$ cat src/logic/host_port_pkg.sv
// constants and types shared by the host port pin control block
// Functional notes
// host mode, strobe idle: data pins high impedance
// drive data only on strobe with read
// also drive on acknowledge during service request
// unselected port: data pins become gpio 0-7
// after reset all shared pins gpio inputs
// three address inputs choose target register
// unselected port: address pins become gpio 8-10
// unused port: direction pin becomes gpio 11
// host keeps direction stable during strobe
// write data captured at strobe rising edge
`default_nettype none
package host_port_pkg;
    localparam int DATA_W = 8;
    localparam int ADDR_W = 3;
    localparam int GPIO_W = 12;
    localparam int GPIO_DATA_LSB = 0;
    localparam int GPIO_ADDR_LSB = 8;
    localparam int GPIO_DIR_BIT = 11;
    localparam logic [GPIO_W-1:0] GPIO_OE_RST = 12'h000;
    localparam logic [GPIO_W-1:0] GPIO_OUT_RST = 12'h000;
    localparam logic [DATA_W-1:0] DATA_RST = 8'h00;
    localparam logic [ADDR_W-1:0] ADDR_RST = 3'h0;
    localparam int BUF_DEPTH = 2;
    typedef enum logic [2:0] {
        ST_IDLE = 3'b001,
        ST_READ = 3'b010,
        ST_WRITE = 3'b100
    } access_state_t;
endpackage
`default_nettype wire

$ cat src/logic/host_word_buffer.sv
// two-entry buffer carrying captured host write words
`timescale 1ns/10ps
`default_nettype none
module host_word_buffer
    import host_port_pkg::*;
#(
    parameter int WIDTH = DATA_W + ADDR_W
) (
    // clock and reset
    input wire logic i_sys_clk,
    input wire logic i_resetn,
    // fill side
    input wire logic i_in_valid,
    output logic o_in_ready,
    input wire logic [WIDTH-1:0] i_in_data,
    // drain side
    output logic o_out_valid,
    input wire logic i_out_ready,
    output logic [WIDTH-1:0] o_out_data
);
    logic [WIDTH-1:0] mem_q [BUF_DEPTH];
    logic wr_ptr_q;
    logic rd_ptr_q;
    logic [1:0] count_q;
    logic push;
    logic pop;

    assign push = i_in_valid && o_in_ready;
    assign pop = o_out_valid && i_out_ready;
    assign o_in_ready = (count_q != 2'(BUF_DEPTH));
    assign o_out_valid = (count_q != 2'h0);
    assign o_out_data = mem_q[rd_ptr_q];

    always_ff @(posedge i_sys_clk or negedge i_resetn) begin
        if (!i_resetn) begin
            mem_q[0] <= '0;
            mem_q[1] <= '0;
        end else if (push) begin
            mem_q[wr_ptr_q] <= i_in_data;
        end
    end

    always_ff @(posedge i_sys_clk or negedge i_resetn) begin
        if (!i_resetn) begin
            wr_ptr_q <= 1'b0;
            rd_ptr_q <= 1'b0;
            count_q <= 2'h0;
        end else begin
            if (push) wr_ptr_q <= ~wr_ptr_q;
            if (pop) rd_ptr_q <= ~rd_ptr_q;
            count_q <= count_q + 2'(push) - 2'(pop);
        end
    end
endmodule
`default_nettype wire

$ cat src/logic/host_port_pin_control.sv
// pin control for the parallel host port and its shared gpio pins
`timescale 1ns/10ps
`default_nettype none
module host_port_pin_control
    import host_port_pkg::*;
(
    // clock and reset
    input wire logic i_sys_clk,
    input wire logic i_resetn,
    // port mode
    input wire logic i_host_port_select,
    // host pins
    input wire logic [DATA_W-1:0] i_host_data_bus,
    output logic [DATA_W-1:0] o_host_data_bus,
    output logic [DATA_W-1:0] o_host_data_bus_oe,
    input wire logic i_host_strobe_n,
    input wire logic i_host_dir_select,
    input wire logic [ADDR_W-1:0] i_host_reg_select,
    input wire logic i_host_ack_in_n,
    // service request state from the rest of the port
    input wire logic i_host_service_request_n,
    // read data from the port registers
    output logic [ADDR_W-1:0] o_rd_reg_select,
    output logic o_rd_active,
    input wire logic [DATA_W-1:0] i_rd_data,
    // captured write words towards the port registers
    output logic o_wr_valid,
    input wire logic i_wr_ready,
    output logic [ADDR_W-1:0] o_wr_reg_select,
    output logic [DATA_W-1:0] o_wr_data,
    // host side overrun flag: a write that found the buffer full and was dropped
    output logic o_wr_overrun,
    // general purpose pins 0-11
    input wire logic [GPIO_W-1:0] i_gpio_out,
    input wire logic [GPIO_W-1:0] i_gpio_oe,
    output logic [GPIO_W-1:0] o_gpio_pin_out,
    output logic [GPIO_W-1:0] o_gpio_pin_oe,
    output logic [GPIO_W-1:0] o_gpio_in
);
    access_state_t state_q;
    logic strobe_q;
    logic [DATA_W-1:0] wdata_q;
    logic [ADDR_W-1:0] waddr_q;
    logic push_q;
    logic buf_in_ready;
    logic buf_out_valid;
    logic [DATA_W+ADDR_W-1:0] buf_out_data;
    logic strobe_act;
    logic host_drive;
    logic [GPIO_W-1:0] shared_pins;

    assign strobe_act = !i_host_strobe_n;
    // read on strobe, or acknowledge while our request is asserted
    assign host_drive = (strobe_act && i_host_dir_select)
        || (!i_host_ack_in_n && !i_host_service_request_n);
    assign shared_pins = {i_host_dir_select, i_host_reg_select, i_host_data_bus};

    // access tracker; direction is latched at strobe start since the host holds it
    always_ff @(posedge i_sys_clk or negedge i_resetn) begin
        if (!i_resetn) begin
            state_q <= ST_IDLE;
        end else if (!i_host_port_select) begin
            state_q <= ST_IDLE;
        end else begin
            unique case (state_q)
                ST_IDLE: begin
                    if (strobe_act) state_q <= i_host_dir_select ? ST_READ : ST_WRITE;
                end
                ST_READ, ST_WRITE: begin
                    if (!strobe_act) state_q <= ST_IDLE;
                end
                default: state_q <= ST_IDLE;
            endcase
        end
    end

    // sample data and address while the write strobe is low; last sample wins
    always_ff @(posedge i_sys_clk or negedge i_resetn) begin
        if (!i_resetn) begin
            strobe_q <= 1'b0;
            wdata_q <= DATA_RST;
            waddr_q <= ADDR_RST;
        end else begin
            strobe_q <= strobe_act && i_host_port_select;
            if (strobe_act && !i_host_dir_select && i_host_port_select) begin
                wdata_q <= i_host_data_bus;
                waddr_q <= i_host_reg_select;
            end
        end
    end

    // word committed on the strobe rising edge
    always_ff @(posedge i_sys_clk or negedge i_resetn) begin
        if (!i_resetn) begin
            push_q <= 1'b0;
            o_wr_overrun <= 1'b0;
        end else begin
            push_q <= strobe_q && !strobe_act && (state_q == ST_WRITE);
            // the word is lost at the push edge, so judge fullness there
            o_wr_overrun <= push_q && !buf_in_ready;
        end
    end

    host_word_buffer u_buf (
        .i_sys_clk(i_sys_clk),
        .i_resetn(i_resetn),
        .i_in_valid(push_q),
        .o_in_ready(buf_in_ready),
        .i_in_data({waddr_q, wdata_q}),
        .o_out_valid(buf_out_valid),
        .i_out_ready(!o_wr_valid || i_wr_ready),
        .o_out_data(buf_out_data)
    );

    // output stage register so the drain ports come from flops
    always_ff @(posedge i_sys_clk or negedge i_resetn) begin
        if (!i_resetn) begin
            o_wr_valid <= 1'b0;
            o_wr_reg_select <= ADDR_RST;
            o_wr_data <= DATA_RST;
        end else if (!o_wr_valid || i_wr_ready) begin
            o_wr_valid <= buf_out_valid;
            o_wr_reg_select <= buf_out_data[DATA_W+ADDR_W-1:DATA_W];
            o_wr_data <= buf_out_data[DATA_W-1:0];
        end
    end

    // host data pin drivers; one cycle of pin latency from the flop stage
    always_ff @(posedge i_sys_clk or negedge i_resetn) begin
        if (!i_resetn) begin
            o_host_data_bus_oe <= '0;
            o_host_data_bus <= DATA_RST;
            o_rd_reg_select <= ADDR_RST;
            o_rd_active <= 1'b0;
        end else begin
            o_host_data_bus_oe <= (i_host_port_select && host_drive)
                ? {DATA_W{1'b1}} : {DATA_W{1'b0}};
            o_host_data_bus <= i_rd_data;
            o_rd_reg_select <= i_host_reg_select;
            o_rd_active <= i_host_port_select && host_drive;
        end
    end

    // shared pins go to gpio bits 0-11 when the host port is not selected
    generate
        for (genvar b = 0; b < GPIO_W; b++) begin : g_gpio
            always_ff @(posedge i_sys_clk or negedge i_resetn) begin
                if (!i_resetn) begin
                    o_gpio_pin_oe[b] <= GPIO_OE_RST[b];
                    o_gpio_pin_out[b] <= GPIO_OUT_RST[b];
                    o_gpio_in[b] <= 1'b0;
                end else begin
                    o_gpio_pin_oe[b] <= !i_host_port_select && i_gpio_oe[b];
                    o_gpio_pin_out[b] <= i_gpio_out[b];
                    o_gpio_in[b] <= i_host_port_select ? 1'b0 : shared_pins[b];
                end
            end
        end
    endgenerate
endmodule
`default_nettype wire

$ cat config.mk
export PLATFORM = sky130hd
export DESIGN_NAME = host_port_pin_control
export DESIGN_NICKNAME = d
export VERILOG_FILES = /design/src/logic/host_port_pkg.sv /design/src/logic/host_word_buffer.sv /design/src/logic/host_port_pin_control.sv
export SDC_FILE = /design/constraint.sdc
export NUM_CORES = 1
export LEC_CHECK = 0
export BUFFER_PORTS_ARGS = -buffer_cell sky130_fd_sc_hd__buf_2
export CORE_AREA = 2 2 100 102
export CTS_CLUSTER_SIZE = 16
export DETAILED_ROUTE_END_ITERATION = 7
export DIE_AREA = 0 0 102 104
export GPL_ROUTABILITY_DRIVEN = 0
export PLACE_DENSITY_LB_ADDON = 0.15
export SYNTH_ARGS = -nofsm -noshare
export SYNTH_HDL_FRONTEND = slang
export SYNTH_SLANG_ARGS = --single-unit
$ cat constraint.sdc
create_clock -name i_sys_clk -period 1.9 [get_ports i_sys_clk]
set_input_delay 0.19 -clock i_sys_clk [delete_from_list [all_inputs] [get_ports i_sys_clk]]
set_output_delay 0.19 -clock i_sys_clk [all_outputs]
set_load 0.05 [all_outputs]
# Word-level counts from Yosys, hierarchy flattened
# Index checks and enable logic that the tools add are counted.
[op_classes]
add_sub_neg = 2
n_reduce_logical = 36
mux = 24
magnitude_cmp = 3
n_eq_ne = 6
bitwise = 4
[op_table]
columns = ["op", "n"]
rows = [
  ["two-way mux 11 bit", 4],
  ["logical AND 1 bit", 24],
  ["bitwise mux 22 bit", 1],
  ["two-way mux 1 bit", 12],
  ["two-way mux 3 bit", 4],
  ["demux 11 bit (select 1 bit)", 1],
  ["two-way mux 8 bit", 1],
  ["logical NOT 1 bit", 7],
  ["!= test 3 bit (second input constant)", 2],
  ["one-hot mux 3 bit (2 select lines)", 1],
  ["greater-or-equal comparator 2 bit (second input constant)", 2],
  ["inverter 1 -> 2 bit", 2],
  ["equality test 3 x 1 -> 1 bit (second input constant)", 1],
  ["equality test 3 x 2 -> 1 bit (second input constant)", 1],
  ["equality test 3 bit (second input constant)", 1],
  ["adder 2 x 1 -> 2 bit", 1],
  ["logical OR 1 bit", 2],
  ["less-than comparator 2 x 1 -> 1 bit (second input constant)", 1],
  ["!= test 2 bit (second input constant)", 1],
  ["inverter 1 bit", 2],
  ["AND reduction 2 bit", 1],
  ["nonzero test 2 bit", 1],
  ["OR reduction 2 bit", 1],
  ["subtractor 2 x 1 -> 2 bit", 1],
]
[totals]
input_bits = 51
regBits = 111
out_inout_bits = 69
elab_cells = 129

# Depth between registers and ports, before layout
[depth]
word_depth = 6
ltp_mapped = 7
depth_no_buf = 7

# By module
# Synthesis repeated with hierarchy kept, for this count alone.
[hier_totals]
hier_cells = 237
area_unflattened_um2 = 3832.4
[by_module_without_submodules]
columns = ["module", "cells_each", "area_each_um2", "seq_area_each_um2", "instances"]
rows = [
  ["host_port_pin_control", 155, 2562.5, 1928.1, 1],
  ["host_word_buffer", 82, 1270.0, 650.6, 1],
]

# Worst setup path before layout
# No wires, ideal clock.
[synth_timing]
path_type = "reg-to-reg"
from = "register o_wr_valid"
to = "register u_buf.count_q[1]"
setup_slack_ps = 24
arrival_time_ps = 1753
t_required_ps = 1777
period_less_slack_ps = 1876
setup_ps = 123
path_stages_with_launch = 8
n_path_buf = 0
cell_sequence = "dfrtp_1 nor2b_1 nor2_1 ha_1 inv_1 ha_1 xnor2_1 xnor2_1"
[synth_via]
elab_chain_cells = 4
[synth_lines]
columns = ["item", "line", "source"]
rows = [
  ["start: declaration", "host_port_pin_control.sv:27", "output logic o_wr_valid,"],
  ["start signal: assignment", "host_port_pin_control.sv:122", "o_wr_valid <= buf_out_valid;"],
  ["logical NOT 1 bit", "host_port_pin_control.sv:111", ".i_out_ready(!o_wr_valid || i_wr_ready),"],
  ["logical OR 1 bit", "host_port_pin_control.sv:111", ""],
  ["logical AND 1 bit", "host_word_buffer.sv:29", "assign pop = o_out_valid && i_out_ready;"],
  ["via u_buf.pop", "host_word_buffer.sv:26", "logic pop;"],
  ["subtractor 2 x 1 -> 2 bit", "host_word_buffer.sv:51", "count_q <= count_q + 2'(push) - 2'(pop);"],
  ["end signal: assignment", "host_word_buffer.sv:51", ""],
  ["end: declaration", "host_word_buffer.sv:24", "logic [1:0] count_q;"],
]
# The timed path passes the listed nets, and every way through them passes these cells.
# A chain may end at the register's enable or synchronous reset.

# Worst setup path after layout
[layout_timing]
from = "register u_buf.count_q[1]"
to = "register u_buf.count_q[1]"
[layout_via]
word_cells_on_any_way = 6
cone_classes = "add/sub (2); eq/ne (1); reduce/logical (3)"
[layout_lines]
columns = ["item", "line", "source"]
rows = [
  ["nonzero test 2 bit", "host_word_buffer.sv:31", "assign o_out_valid = (count_q != 2'h0);"],
  ["logical AND 1 bit", "host_word_buffer.sv:29", ""],
  ["via u_buf.pop", "host_word_buffer.sv:26", ""],
  ["subtractor 2 x 1 -> 2 bit", "host_word_buffer.sv:51", ""],
]
# The timed path passes the listed nets, and every way through them passes these cells.

==> results.cfg <==
[run_status]
outcome = finished clean

[worst_setup_path]
end_kind = register
arrival_ps = 1810
path_class = register to register
required_ps = 2180
worstSetupStartpointType = register
timing.rr.end = u_buf.count_q[1]
crit_slowest_cell = dfrtp_1
rr_startpoint = u_buf.count_q[1]
slowest_delay_ps = 420
r2r_cells = 7
reg2reg_slack_ps = 370
cp_max_fo = 4
path_cells = nor2_1 > nor2_1 > ha_1 > inv_1 > ha_1 > xnor2_1 > xnor2_1

[routing]
dr.first_iter.drc_count = 71
vias_per_cell = 4.29
drt-total-wl_um = 7040
num_vias = 2260
ant_nets = 0
drc_errors = 0
drt_first_pass_iters = 3
wl_per_cell_um = 13.4

[place]
placedCellCount = 487
hpwl_um = 4910
io_buffers = 119

[logic_synthesis]
synth_cells = 243
ys_seq_elements = 103
syn_area_per_cell_um2 = 15.4
syn-num-nets = 296
syn-cell-area_mm2 = 0.00374
synth.distinct_cells = 30
seq_area_frac_synth_pct = 68.9
yosysWarnings = 0

[global_route]
met1_usage_pct = 19.0
grt_usage_pct = 14.5
antenna_found_initial = 0
grt_busiest_layer = met2
grt_pass1_wl_um = 11800
met2_usage_pct = 23.0
first_global_vias = 2317
grt.met3_usage_pct = 3.49
gr-total-overflow = 0
grt_max_degree = 36

[clock_network]
hold_buffers = 24
clock_latency_ps = 360
cts_setup_buffers = 0
clock-root-buffer = clkbuf_8
htreeDepth = 3
cts_resized = 0
clk_pin_slew_ps = 90
cts_buffers = 9
clockBufferDepth = 2
cts_sinks = 103
cts_tree = built

[layout]
fin_nets = 442
diodes = 0
drive_gt1_share_pct = 46.4
syn_to_final_growth_pct = 30.2
stdcell_count = 527
fillers = 907

[pwr]
ir_drop_v = 0.000382
power-per-cell-area_mw_per_mm2 = 959
leakage_nw = 2.50

[floorplanning]
die_w_um = 102
core_area_mm2 = 0.00955
dieArea_mm2 = 0.0106
io_pins = 120
num_rows = 36
start_util_pct = 39.2
die_h_um = 104

[sta]
setup_viol = 0
maxSlewViolCount = 0
maxSlewHeadroom_pct = 69.8
fin_crit_sh_pct = 80.3
period_needed_ps = 1530
timing.setup.tns_ps = 0
tightest_slew_ps = 453
rsz0062_at_grt = false
fmax_mhz = 655
worst_clock_skew_ps = 12.9
hold_viol = 0

[min_path]
min_to = o_gpio_pin_oe[0]
min_path_type = input pin to register
min-delay-start = i_gpio_oe[0]
worstHoldPathCells = 2

[run]
drv_cap = 0
==> power by group <==
part           internal, mW  leakage [nW]  switching (mW)
clock                 0.497        0.0920           0.762
combinational         0.345          1.09           0.574
sequential             2.37          1.32           0.129
total                  3.21          2.50            1.46
==> cell type report <==
type                       instances  area, µm²  area share, %
clock buffer                      10        128           2.62
timing repair buffer             151        911           18.7
inverter                           4       15.0          0.308
sequential                       103       2580           52.9
multi-input combinational        120       1030           21.1
clock inverter                     6       48.8           1.00
tap                              133        166           3.41
==> per-layer routing <==
layer | wire [µm] | share of wire (%)
met3 | 403 | 5.7
met5 | 0 | 0
met1 | 3060 | 44
met2 | 3440 | 49
met4 | 133 | 1.9
==> how the worst max path moves through the flow <==
stage	start	endpoint	slack, ps	cells after the start
floorplan	o_wr_valid	u_buf.count_q[1]	20	7
global placement	u_buf.count_q[1]	u_buf.count_q[1]	410	7
detailed placement	u_buf.count_q[1]	u_buf.count_q[1]	390	7
CTS	u_buf.count_q[1]	u_buf.count_q[1]	360	7
global route	u_buf.count_q[1]	u_buf.count_q[1]	240	7
finish	u_buf.count_q[1]	u_buf.count_q[1]	370	7
==> through the flow <==
stage	area, µm²	total power, mW	util [%]	setup slack [ps]	hold WS (ps)
detailed placement	4460	3.44	46.7	392	187
global placement	4460	3.42	46.7	409	180
CTS	4870	4.76	51.0	360	31.4
global route	4870	4.95	51.0	239	40.0
floorplan	3740	3.16	-	24.4	-106
finish	4870	4.67	51.0	374	48.3
==> logic make-up after synthesis <==
logic type	Yosys count	share of synthesized area, %
DFF	103	68.9
buffers and inverters	20	3.71
adders and majority gates	2	0.668
xor gates and xnor gates	5	1.17
muxes	46	15.4
AOI/OAI and AO/OA	14	1.97
and+or+nand+nor	53	8.16
==> registers in the layout, indices dropped and copies added, names as in the netlist, 8 cells and up <==
name / count
o_host_data_bus: 8
o_gpio_in: 12
o_gpio_pin_out: 12
u_buf.mem_q: 22
o_gpio_pin_oe: 12
wdata_q: 8
o_wr_data: 8
==> worst max-delay path: cells and delay by family (launching register included) <==
| family | cells | cell delay (ps) |
|---|---|---|
| buffers and inverters | 1 | 40 |
| AND/OR/NAND/NOR | 2 | 230 |
| XOR/XNOR | 2 | 300 |
| flip-flops | 1 | 420 |
| adder cells (fa/ha/maj) | 2 | 460 |
==> cells in the mapped netlist (all sizes together) <==
library cell / n / area share (%)
inv: 4 / 0.40
dfrtp: 102 / 68
nand2b: 3 / 0.57
o22ai: 1 / 0.17
nor2b: 24 / 4.0
xor2: 3 / 0.70
nor3: 2 / 0.27
mux2: 34 / 12
o211ai: 1 / 0.20
dfstp: 1 / 0.70
and3: 2 / 0.50
nand2: 12 / 1.2
and3b: 1 / 0.33
buf: 13 / 3.0
o21ai: 12 / 1.6
xnor2: 2 / 0.47
clkbuf: 3 / 0.30
ha: 2 / 0.67
and2: 2 / 0.37
nor2: 6 / 0.67
nand4b: 1 / 0.23
mux2i: 12 / 3.2
==> placed cells by master, fill, tap and decap left out, drive strengths merged, types with 6 or more instances in the layout <==
master / n
clkbuf: 10
mux2i: 12
nor2b: 24
inv: 8
dfrtp: 102
mux2: 34
buf: 127
nor2: 6
nand2: 12
o21ai: 12
dlygate4sd3: 24
Power figures use the tool's default switching activity.
